[config.mk]
export PLATFORM = sky130hd
export DESIGN_NAME = pol_dual_policer
export DESIGN_NICKNAME = d
export VERILOG_FILES = /design/src/pol_pkg.sv /design/src/pol_bkt_if.sv /design/src/pol_bucket.sv /design/src/pol_dual_policer.sv /design/src/pol_fifo.sv
export SDC_FILE = /design/constraint.sdc
export NUM_CORES = 2
export LEC_CHECK = 0
export BUFFER_PORTS_ARGS = -buffer_cell sky130_fd_sc_hd__buf_2
export CORE_MARGIN = 4
export CORE_UTILIZATION = 60
export DETAILED_ROUTE_END_ITERATION = 16
export HOLD_SLACK_MARGIN = 0.15
export PLACE_DENSITY_LB_ADDON = 0.05
export SLEW_MARGIN = 40
export SYNTH_ARGS = -nofsm -noshare
export SYNTH_HDL_FRONTEND = slang
export SYNTH_SLANG_ARGS = --single-unit
[constraint.sdc]
create_clock -name i_core_clk -period 44.1 [get_ports i_core_clk]
set_input_delay 2.205 -clock i_core_clk [delete_from_list [all_inputs] [get_ports i_core_clk]]
set_output_delay 2.205 -clock i_core_clk [all_outputs]
set_load 0.02 [all_outputs]
[src/pol_pkg.sv]
// Constants and types of the dual bucket cell policer
package pol_pkg;
  localparam int CLK_NS = 5;
  localparam int TICK_NS = 1000;
  localparam int TICK_CYC = (TICK_NS + CLK_NS - 1) / CLK_NS;
  localparam logic [31:0] TICKS_PER_SEC = 32'h000f4240;
  localparam int CELL_W = 32;
  localparam int FIFO_DEPTH = 16;
  localparam int DIV_STEPS = 32;
  localparam logic [7:0] OFF_CTRL = 8'h00;
  localparam logic [7:0] OFF_PCR_RATE = 8'h04;
  localparam logic [7:0] OFF_PCR_TOL = 8'h08;
  localparam logic [7:0] OFF_SCR_RATE = 8'h0c;
  localparam logic [7:0] OFF_SCR_TOL = 8'h10;
  localparam logic [7:0] OFF_STATUS = 8'h14;
  localparam logic [7:0] OFF_PASS = 8'h18;
  localparam logic [7:0] OFF_TAG = 8'h1c;
  localparam logic [7:0] OFF_DROP = 8'h20;
  localparam int CTRL_TYPE_LSB = 0;
  localparam int CTRL_POL_LSB = 4;
  localparam int CTRL_CLP_BIT = 8;
  localparam logic [31:0] CTRL_MASK = 32'h00000177;
  localparam logic [31:0] RST_CTRL = 32'h00000133;
  localparam logic [31:0] RST_PCR_RATE = 32'h00000032;
  localparam logic [31:0] RST_PCR_TOL = 32'h0003d090;
  localparam logic [31:0] RST_SCR_RATE = 32'h00000032;
  localparam logic [31:0] RST_SCR_TOL = 32'h000003e8;
  typedef enum logic [2:0] {
    CONN_CBR = 3'h0, CONN_UBR = 3'h1, CONN_VBR_RT = 3'h2, CONN_VBR_NRT = 3'h3,
    CONN_ABR = 3'h4, CONN_FRAME = 3'h5, CONN_FRAME_ST = 3'h6
  } pol_conn_t;
  typedef enum logic [2:0] {
    PT_VBR1 = 3'h1, PT_VBR2 = 3'h2, PT_VBR3 = 3'h3, PT_PCR_ONLY = 3'h4, PT_OFF = 3'h5
  } pol_ptype_t;
  typedef struct packed {
    logic pcr_en;
    logic scr_en;
    logic scr_clp0;
    logic scr_tag;
    logic scr_zero;
  } pol_mode_t;
  typedef enum logic [1:0] {BK_IDLE = 2'b00, BK_DIV = 2'b01} pol_bk_state_t;
endpackage

[src/pol_bkt_if.sv]
// Link between the policer core and one leaky bucket
`timescale 1ns/1ps
`default_nettype none
interface pol_bkt_if;
  logic [31:0] rate;
  logic [31:0] tol;
  logic [31:0] now;
  logic load;
  logic update;
  logic conform;
  logic busy;
  modport core (output rate, tol, now, load, update, input conform, busy);
  modport bucket (input rate, tol, now, load, update, output conform, busy);
endinterface
`default_nettype wire

[src/pol_bucket.sv]
// One generic cell rate bucket with its rate to increment divider
`timescale 1ns/1ps
`default_nettype none
module pol_bucket (
  input wire logic i_core_clk,
  input wire logic i_sys_rst,
  pol_bkt_if.bucket bus
);
  typedef struct packed {
    pol_pkg::pol_bk_state_t state;
    logic [31:0] tat;
    logic [31:0] inc;
    logic [31:0] lim;
    logic [31:0] dvs;
    logic [31:0] dvd;
    logic [31:0] rem;
    logic [31:0] quo;
    logic [4:0] step;
  } pol_bk_st_t;
  pol_bk_st_t st;
  pol_bk_st_t next_st;
  logic [31:0] ahead;
  logic [32:0] rem_sh;

  always_comb begin
    next_st = st;
    ahead = st.tat - bus.now;
    rem_sh = {st.rem, st.dvd[31]};
    bus.busy = st.state != pol_pkg::BK_IDLE;
    // A zero rate never earns credit, so every checked cell fails
    bus.conform = (bus.rate != '0) & ($signed(ahead) <= $signed(st.lim));
    case (st.state)
      pol_pkg::BK_IDLE: begin
        if (bus.load) begin
          next_st.state = pol_pkg::BK_DIV;
          next_st.dvs = bus.rate;
          next_st.dvd = pol_pkg::TICKS_PER_SEC;
          next_st.rem = '0;
          next_st.quo = '0;
          next_st.step = '0;
          next_st.lim = bus.tol;
        end else if (bus.update) begin
          next_st.tat = ($signed(ahead) < 0 ? bus.now : st.tat) + st.inc;
        end
      end
      pol_pkg::BK_DIV: begin
        // Restoring division, one quotient bit per cycle, keeps the block small
        next_st.dvd = st.dvd << 1;
        if (rem_sh >= {1'b0, st.dvs}) begin
          next_st.rem = 32'(rem_sh - {1'b0, st.dvs});
          next_st.quo = {st.quo[30:0], 1'b1};
        end else begin
          next_st.rem = rem_sh[31:0];
          next_st.quo = {st.quo[30:0], 1'b0};
        end
        next_st.step = st.step + 5'h01;
        if (st.step == 5'(pol_pkg::DIV_STEPS - 1)) begin
          next_st.state = pol_pkg::BK_IDLE;
          next_st.inc = next_st.quo;
        end
      end
      default: next_st.state = pol_pkg::BK_IDLE;
    endcase
  end

  always_ff @(posedge i_core_clk or posedge i_sys_rst) begin
    if (i_sys_rst) begin
      st <= '0;
    end else begin
      st <= next_st;
    end
  end
endmodule // pol_bucket
`default_nettype wire

[src/pol_dual_policer.sv]
// Dual leaky bucket cell policer for one connection
`timescale 1ns/1ps
`default_nettype none
module pol_dual_policer (
  input wire logic i_core_clk,
  input wire logic i_sys_rst,
  input wire logic i_cell_valid,
  input wire logic i_cell_clp,
  input wire logic [pol_pkg::CELL_W-1:0] i_cell_data,
  output logic o_cell_ready,
  output logic o_cell_valid,
  output logic o_cell_clp,
  output logic [pol_pkg::CELL_W-1:0] o_cell_data,
  input wire logic i_cell_ready,
  input wire logic [7:0] i_reg_addr,
  input wire logic [31:0] i_reg_wdata,
  input wire logic i_reg_wr,
  input wire logic i_reg_rd,
  output logic [31:0] o_reg_rdata
);
  typedef struct packed {
    logic [31:0] ctrl;
    logic [31:0] pcr_rate;
    logic [31:0] pcr_tol;
    logic [31:0] scr_rate;
    logic [31:0] scr_tol;
    logic [31:0] n_pass;
    logic [31:0] n_tag;
    logic [31:0] n_drop;
    logic [31:0] now;
    logic [31:0] rdata;
    logic [7:0] tick;
    logic [1:0] load;
  } pol_top_st_t;

  localparam pol_top_st_t ST_RST = '{
    ctrl: pol_pkg::RST_CTRL,
    pcr_rate: pol_pkg::RST_PCR_RATE,
    pcr_tol: pol_pkg::RST_PCR_TOL,
    scr_rate: pol_pkg::RST_SCR_RATE,
    scr_tol: pol_pkg::RST_SCR_TOL,
    load: 2'h3,
    default: '0
  };

  pol_top_st_t st;
  pol_top_st_t next_st;
  pol_pkg::pol_mode_t mode;
  logic [2:0] ct;
  logic [2:0] pt;
  logic clp_set;
  logic is_rate;
  logic take;
  logic pcr_chk;
  logic scr_chk;
  logic pcr_fail;
  logic scr_fail;
  logic do_tag;
  logic drop;
  logic push;
  logic clp_out;
  logic fifo_ready;
  logic stall;
  logic [1:0] upd_v;
  logic [1:0] busy_v;
  logic [1:0] conf_v;
  logic [1:0][31:0] rate_v;
  logic [1:0][31:0] tol_v;
  logic [pol_pkg::CELL_W:0] out_word;

  pol_bkt_if bk [2] ();

  function automatic pol_pkg::pol_mode_t mode_of(
    input logic [2:0] c,
    input logic [2:0] p,
    input logic tag_on
  );
    pol_pkg::pol_mode_t m;
    m = '0;
    if (c == pol_pkg::CONN_CBR) begin
      m.pcr_en = p != pol_pkg::PT_OFF;
    end else if (c == pol_pkg::CONN_UBR) begin
      m.pcr_en = 1'b1;
      m.scr_en = tag_on;
      m.scr_clp0 = 1'b1;
      m.scr_tag = 1'b1;
      m.scr_zero = 1'b1;
    end else begin
      // Every other type shares one table, available rate included
      case (p)
        pol_pkg::PT_VBR1: begin
          m.pcr_en = 1'b1;
          m.scr_en = 1'b1;
        end
        pol_pkg::PT_VBR2: begin
          m.pcr_en = 1'b1;
          m.scr_en = 1'b1;
          m.scr_clp0 = 1'b1;
        end
        pol_pkg::PT_PCR_ONLY: m.pcr_en = 1'b1;
        pol_pkg::PT_OFF: m = '0;
        default: begin
          // Unused codes fall back to the usual default, type 3
          m.pcr_en = 1'b1;
          m.scr_en = 1'b1;
          m.scr_clp0 = 1'b1;
          m.scr_tag = 1'b1;
        end
      endcase
    end
    return m;
  endfunction

  always_comb begin
    next_st = st;
    next_st.rdata = '0;
    ct = st.ctrl[pol_pkg::CTRL_TYPE_LSB +: 3];
    pt = st.ctrl[pol_pkg::CTRL_POL_LSB +: 3];
    clp_set = st.ctrl[pol_pkg::CTRL_CLP_BIT];
    is_rate = ct != pol_pkg::CONN_CBR && ct != pol_pkg::CONN_UBR;
    mode = mode_of(ct, pt, clp_set);
    // Cells wait while a bucket relearns its increment, so none is judged on stale rates
    stall = (|st.load) | (|busy_v);
    take = i_cell_valid & fifo_ready & ~stall;
    pcr_chk = take & mode.pcr_en;
    // Low priority cells bypass a high priority only
    scr_chk = take & mode.scr_en & (~mode.scr_clp0 | ~i_cell_clp);
    pcr_fail = pcr_chk & ~conf_v[0];
    scr_fail = scr_chk & ~conf_v[1];
    do_tag = scr_fail & mode.scr_tag & ~i_cell_clp & ~pcr_fail;
    drop = pcr_fail | (scr_fail & ~do_tag);
    push = take & ~drop;
    clp_out = i_cell_clp | do_tag;
    upd_v[0] = pcr_chk & ~drop;
    upd_v[1] = scr_chk & ~scr_fail & ~pcr_fail;

    if (st.tick == '0) begin
      next_st.tick = 8'(pol_pkg::TICK_CYC - 1);
      next_st.now = st.now + 32'h1;
    end else begin
      next_st.tick = st.tick - 8'h01;
    end

    // A reload stays pending until the bucket is idle and takes it
    next_st.load = st.load & busy_v;
    if (i_reg_wr) begin
      case (i_reg_addr)
        pol_pkg::OFF_CTRL: begin
          next_st.ctrl = i_reg_wdata & pol_pkg::CTRL_MASK;
          next_st.load = 2'h3;
        end
        pol_pkg::OFF_PCR_RATE: begin
          next_st.pcr_rate = i_reg_wdata;
          next_st.load[0] = 1'b1;
        end
        pol_pkg::OFF_PCR_TOL: begin
          next_st.pcr_tol = i_reg_wdata;
          next_st.load[0] = 1'b1;
        end
        pol_pkg::OFF_SCR_RATE: begin
          next_st.scr_rate = i_reg_wdata;
          next_st.load[1] = 1'b1;
        end
        pol_pkg::OFF_SCR_TOL: begin
          next_st.scr_tol = i_reg_wdata;
          next_st.load[1] = 1'b1;
        end
        pol_pkg::OFF_PASS: next_st.n_pass = '0;
        pol_pkg::OFF_TAG: next_st.n_tag = '0;
        pol_pkg::OFF_DROP: next_st.n_drop = '0;
        default: next_st.load = next_st.load;
      endcase
    end

    // Counting after the clear keeps a cell that lands on a clear
    next_st.n_pass = next_st.n_pass + 32'(push & ~do_tag);
    next_st.n_tag = next_st.n_tag + 32'(do_tag);
    next_st.n_drop = next_st.n_drop + 32'(take & drop);

    if (i_reg_rd) begin
      case (i_reg_addr)
        pol_pkg::OFF_CTRL: next_st.rdata = st.ctrl;
        pol_pkg::OFF_PCR_RATE: next_st.rdata = st.pcr_rate;
        pol_pkg::OFF_PCR_TOL: next_st.rdata = st.pcr_tol;
        pol_pkg::OFF_SCR_RATE: next_st.rdata = st.scr_rate;
        pol_pkg::OFF_SCR_TOL: next_st.rdata = st.scr_tol;
        pol_pkg::OFF_STATUS: next_st.rdata = {21'h0, ~fifo_ready, st.load, busy_v, 1'b0, mode};
        pol_pkg::OFF_PASS: next_st.rdata = st.n_pass;
        pol_pkg::OFF_TAG: next_st.rdata = st.n_tag;
        pol_pkg::OFF_DROP: next_st.rdata = st.n_drop;
        default: next_st.rdata = '0;
      endcase
    end
  end

  always_ff @(posedge i_core_clk or posedge i_sys_rst) begin
    if (i_sys_rst) begin
      st <= ST_RST;
    end else begin
      st <= next_st;
    end
  end

  assign rate_v[0] = st.pcr_rate;
  assign tol_v[0] = st.pcr_tol;
  assign rate_v[1] = mode.scr_zero ? 32'h0 : st.scr_rate;
  assign tol_v[1] = st.scr_tol;

  for (genvar g = 0; g < 2; g++) begin : g_bkt
    assign bk[g].rate = rate_v[g];
    assign bk[g].tol = tol_v[g];
    assign bk[g].now = st.now;
    assign bk[g].load = st.load[g];
    assign bk[g].update = upd_v[g];
    assign conf_v[g] = bk[g].conform;
    assign busy_v[g] = bk[g].busy;
    pol_bucket u_bkt (
      .i_core_clk(i_core_clk),
      .i_sys_rst(i_sys_rst),
      .bus(bk[g])
    );
  end

  pol_fifo #(
    .W(pol_pkg::CELL_W + 1),
    .DEPTH(pol_pkg::FIFO_DEPTH)
  ) u_fifo (
    .i_core_clk(i_core_clk),
    .i_sys_rst(i_sys_rst),
    .i_valid(push),
    .o_ready(fifo_ready),
    .i_data({clp_out, i_cell_data}),
    .o_valid(o_cell_valid),
    .i_ready(i_cell_ready),
    .o_data(out_word)
  );

  assign o_cell_ready = fifo_ready & ~stall;
  assign o_cell_clp = out_word[pol_pkg::CELL_W];
  assign o_cell_data = out_word[pol_pkg::CELL_W-1:0];
  assign o_reg_rdata = st.rdata;
endmodule // pol_dual_policer
`default_nettype wire

[src/pol_fifo.sv]
// Cell FIFO between the policer and the queues
`timescale 1ns/1ps
`default_nettype none
module pol_fifo #(
  parameter int W = 33,
  parameter int DEPTH = 16
) (
  input wire logic i_core_clk,
  input wire logic i_sys_rst,
  input wire logic i_valid,
  output logic o_ready,
  input wire logic [W-1:0] i_data,
  output logic o_valid,
  input wire logic i_ready,
  output logic [W-1:0] o_data
);
  localparam int AW = $clog2(DEPTH);
  typedef struct packed {
    logic [DEPTH-1:0][W-1:0] mem;
    logic [AW-1:0] wp;
    logic [AW-1:0] rp;
    logic [AW:0] cnt;
  } pol_fifo_st_t;
  pol_fifo_st_t st;
  pol_fifo_st_t next_st;
  logic wr;
  logic rd;

  always_comb begin
    next_st = st;
    o_ready = st.cnt != (AW+1)'(DEPTH);
    o_valid = st.cnt != '0;
    o_data = st.mem[st.rp];
    wr = i_valid & o_ready;
    rd = o_valid & i_ready;
    if (wr) begin
      next_st.mem[st.wp] = i_data;
      next_st.wp = st.wp + 1'b1;
    end
    if (rd) begin
      next_st.rp = st.rp + 1'b1;
    end
    next_st.cnt = st.cnt + (AW+1)'(wr) - (AW+1)'(rd);
  end

  always_ff @(posedge i_core_clk or posedge i_sys_rst) begin
    if (i_sys_rst) begin
      st <= '0;
    end else begin
      st <= next_st;
    end
  end
endmodule // pol_fifo
`default_nettype wire

### Word-level counts from Yosys, hierarchy flattened

Index checks and enable logic that the tools add are counted.

* bitwise gates (word level): 40
* equal/unequal tests: 23
* div/mod/pow operators: 0
* reductions and logical operators: 35
* magnitude comparators: 9
* shift-type cells: 0
* add/subtract/negate cells: 17
* $mul: 0
* mux-type cells: 37

Operators by type and width (count)
* 528-bit bitwise mux: 1
* 101-bit case mux with 2 select lines: 2
* 32-bit case mux with 9 select lines: 1
* 32-bit 2-to-1 mux: 7
* 101-bit 2-to-1 mux: 2
* 33-bit binary-select mux with 4-bit select: 1
* 33-bit demux with 4-bit select: 1
* 64-bit 2-to-1 mux: 2
* 32-bit subtractor: 4
* 32-bit adder: 3
* 96-bit 2-to-1 mux: 1
* 33-bit by 32-bit >= comparator with 1-bit output: 2
* 33-bit 2-to-1 mux: 2
* 32-bit by 1-bit adder with 32-bit output: 2
* 32-bit less-or-equal comparator: 2
* 32-bit by 1-bit < comparator with 1-bit output (second input constant): 2
* 32-bit nonzero test: 2
* 32-bit by 1-bit adder with 32-bit output (second input constant): 1
* 1-bit by 32-bit bitwise AND with 32-bit output: 1
* 8-bit by 5-bit equality test with 1-bit output (second input constant): 4
* 1-bit NOT with 32-bit output: 1
* 2-bit AND reduction: 13
* 1-bit bitwise AND: 21
* 8-bit by 4-bit equality test with 1-bit output (second input constant): 2
* 37 further kinds: 81

* memory bits (read-only): 0
* output and inout bits: 67
* latch bits: 0
* RAM bits: 0
* flip-flop bits (word level): 1306
* input bits: 79
* memories kept: 0

### Longest topological paths before layout

* depth in word-level cells: 21
* depth in mapped cells: 35

### By module

From an unflattened synthesis, not the netlist that was laid out.

* cells, all modules: 6359
* area total of the unflattened synthesis: 69417.8 µm²

By module, submodules not included
* pol_fifo: instances 1, area each 24806.3 µm², seq. area each 13538.0 µm², cells each 1647
* pol_dual_policer: instances 1, area each 15237.1 µm², seq. area each 7664.9 µm², cells each 1402
* pol_bucket at g_bkt[1].u_bkt: instances 1, area each 14725.4 µm², seq. area each 5580.4 µm², cells each 1680
* pol_bucket at g_bkt[0].u_bkt: instances 1, area each 14649.0 µm², seq. area each 5580.4 µm², cells each 1630

### Worst setup path after synthesis

Ideal clock, no wire load.

* path kind: reg2reg
* from: register st, in the netlist bk[0].now[1]
* to: register st[166] in the netlist's numbering
* library setup time: 0.078 ns
* data arrival time: 6.847 ns
* data required time: 44.022 ns
* path slack: 37.175 ns
* cell stages (with the launch flop): 34
* cells stage by stage: dfrtp_1 > inv_1 > ha_1 > nor2b_1 > o21ai_0 > a21o_1 > a31oi_1 > o21ai_0 > a2111oi_0 > o2111ai_1 > nand2_1 > xnor2_1 > clkbuf_1 > inv_1 > ha_1 > nand2_1 > or3_1 > or3_4 > nor3_2 > a21oi_1 > o21ai_2 > nand3b_1 > nand2_2 > nor3_1 > ha_1 > ha_1 > nand3_1 > nor3_1 > and2_1 > nand2b_1 > or2_2 > clkbuf_1 > or3_1 > a21oi_1

RTL lines
* start: declaration: RTL line pol_dual_policer.sv:46 `pol_top_st_t st;`
* start signal: assignment: RTL line pol_dual_policer.sv:200 `st <= next_st;`

==> results.json <==
{
  "post_cts_resized": 0,
  "numPortBuffers": 145,
  "grtUsageMet3_pct": 5.45,
  "worstReg2RegStart": "bk[0].now[0]",
  "crit_top_cell": "nor3_1",
  "synth_commonest_cells": "1266 x dfrtp_1, 679 x mux2_2, 623 x nand2_1",
  "grt_first_pass_wirelength_mm": 270,
  "overflow": 0,
  "seq_area_um2": 32400,
  "antenna_left": 0,
  "synth_top_area_share_pct": 47.1,
  "cts_root_buf": "clkbuf_16",
  "cts_tree": "built",
  "slowest_stage": "dfrtp_1",
  "p_leak_nw": 34.8,
  "htreeDepth": 4,
  "power_switching_w": 0.00217,
  "core_region_area_um2": 111000,
  "rsz0062_at_grt": "no",
  "gp_congestion": 0.921,
  "track_usage_pct": 29.5,
  "ys_seq_area_share_pct": 48.1,
  "power_density_nw_per_um2": 74.7,
  "drt_pass1_iterations": 9,
  "clk_pin_slew_ps": 60,
  "cts_buffer_depth": 3,
  "yosys.area.top_type": "dfrtp_1",
  "fill_cells": 8398,
  "drtIter0Drc": 4148,
  "hold_buffers": 0,
  "hold_violations": 0,
  "switching_share_pct": 39.0,
  "finalWirelength_mm": 173,
  "ys_seq_elements": 1292,
  "syn_avg_cell_area_um2": 11.5,
  "use_met2_pct": 43.4,
  "slew_headroom_pct": 39.0,
  "yosysWarnings": 0,
  "synth_edf_count": 0,
  "synth.distinct_cells": 95,
  "via_per_inst": 6.20,
  "die_area_um2": 118000,
  "antenna_found_initial": 15,
  "dp_hpwl_mm": 120,
  "max_stage_delay_ps": 490,
  "ys.flop_type": "dfrtp_1",
  "layout-drive-gt1-share_pct": 25.5,
  "rows": 122,
  "dieHeight_um": 343,
  "power_frac_clock_pct": 21.6,
  "vias": 46300,
  "status": "finished, final reports clean",
  "cap_violations": 0,
  "crit_type": "flop to flop",
  "fmax_mhz": 122,
  "crit_arrival_ps": 8810,
  "numClockSinks": 1292,
  "multi_input_area_um2": 32700,
  "grt_start_max_net_pins": 159,
  "wl_per_cell_um": 23.1,
  "die_x_um": 343,
  "fin_util_pct": 67.1,
  "path_max_fanout": 9,
  "timing.critical_path.from": "bk[0].now[0]",
  "max_slew.worst_pin.slew_ps": 911,
  "drc_errors": 0,
  "start_kind": "flop",
  "synth.area.top_cells": "dfrtp_1 47%, mux2_2 11%, mux4_2 5.5%",
  "finClkSkew_ps": 31.2,
  "fin_nets": 6222,
  "io_pins": 146,
  "worstHoldPathType": "flop to flop",
  "hold_depth": 1,
  "grt_pass1_vias": 45100,
  "syn_nets": 6192,
  "period_share_pct": 18.6,
  "hold_start": "st[8]",
  "p_seq_share_pct": 30.1,
  "numCtsBuffers": 140,
  "post_cts_buffers": 0,
  "async_flop_share_pct": 100,
  "p_int_w": 0.00339,
  "setup_violations": 0,
  "area_growth_pct": 10.6,
  "combPwrFrac_pct": 48.3,
  "r2r_setup_slack_ps": 35910,
  "met1_usage_pct": 45.3,
  "syn_inst": 5831,
  "critical_path_required_ps": 44720,
  "regToRegEndpoint": "st[169]",
  "total_power_w": 0.00556,
  "yosysMostFrequentCell": "dfrtp_1",
  "start_util_pct": 60.6,
  "critPathCaptureType": "flop",
  "vdd_drop_max_v": 0.000146,
  "busiest_layer": "met1",
  "slew_viol_final": 0,
  "hold-path-endpoint": "st[8]",
  "syn_area_um2": 67300,
  "insertion_delay_ps": 760,
  "fin_crit_ps": 8190,
  "tns_ps": 0,
  "worstRegToRegCells": 33
}
==> power by group through the flow <==
stage	logic (W)	registers, W	clock network [W]
global placement	0.00258	0.00168	0
detailed placement	0.00265	0.00169	0
CTS	0.00267	0.00167	0.00122
global route	0.00298	0.00171	0.00127
finish	0.00269	0.00167	0.00120
floorplan	0.00208	0.00160	0
==> cells in the final DEF (no fill, tap or decap), types with 35 or more instances in the layout <==
cell type  count
dfrtp_1     1258
mux2_2       679
nand2_1      621
o21ai_0      411
ha_1         275
a21oi_1      257
inv_1        241
nor2_1       217
xnor2_1      172
mux4_2       165
buf_2        145
clkbuf_16    143
mux2_4       120
xor2_1       108
a21o_1        85
nand3_1       77
nand4_1       58
a222oi_1      56
a31oi_1       55
a22o_1        49
nor3_1        44
and3_1        44
buf_4         36
clkbuf_8      35
==> critical path, delay by kind of cell (launching register included) <==
kind / cells / cell delay [ps]
and+or+nand+nor: 15 / 3420
xor gates and xnor gates: 2 / 290
AOI/OAI and AO/OA: 12 / 2640
adders and majority gates: 4 / 1240
DFF: 1 / 490
==> area by class of cell <==
cell class	count	area share (%)
Timing Repair Buffer	227	2.44
Inverter	245	1.25
Sequential cell	1292	43.5
Multi-Input combinational cell	3955	43.9
Tap cell	1488	2.50
Clock buffer	210	5.60
Clock inverter	43	0.755
Antenna cell	6	0.0202
==> through the flow <==
stage               worst slack [ps]  std cells  hold WS, ps  cell area [µm²]
floorplan                       5520       5831          434            67300
global placement               36200       7183          451            69000
detailed placement             36040       7204          457            69600
CTS                            36010       7457          473            74300
global route                   35430       7463          496            74400
finish                         35910       7466          468            74400
==> cells by family after synthesis <==
group,count (synthesis),share of synthesized area [%]
AOI/OAI and AO/OA,1119,10.4
xor gates and xnor gates,282,3.67
adders and majority gates,282,5.32
buffers and inverters,584,3.67
DFF,1292,48.1
muxes,988,19.9
and+or+nand+nor,1284,8.90
==> per-layer routing <==
layer  vias up  routed length [µm]
met4         8                4620
met2      1408               76000
met5         -                  51
li1      21000                   -
met3       264               11600
met1     23600               80400
==> worst max-delay path by stage <==
stage	to	slack, ps
2_1_floorplan	bk[0].now[0]	5520
3_3_place_gp	u_fifo.st[381]	36200
5_1_grt	st[169]	35430
6_report	st[169]	35910
3_5_place_dp	st[169]	36040
4_1_cts	st[169]	36010
==> sequential cells by signal, summed over array words and instances (netlist names) <==
| name | cells |
|---|---|
| bk.load | 2 |
| bk.now | 32 |
| bk.rate | 32 |
| bk.tol | 64 |
| clp_set | 1 |
| ct | 3 |
| g_bkt.u_bkt.rem_sh | 66 |
| g_bkt.u_bkt.st | 380 |
| o_reg_rdata | 32 |
| pt | 3 |
| st | 136 |
| u_fifo.st | 541 |
(Power assumes the default switching activity.)
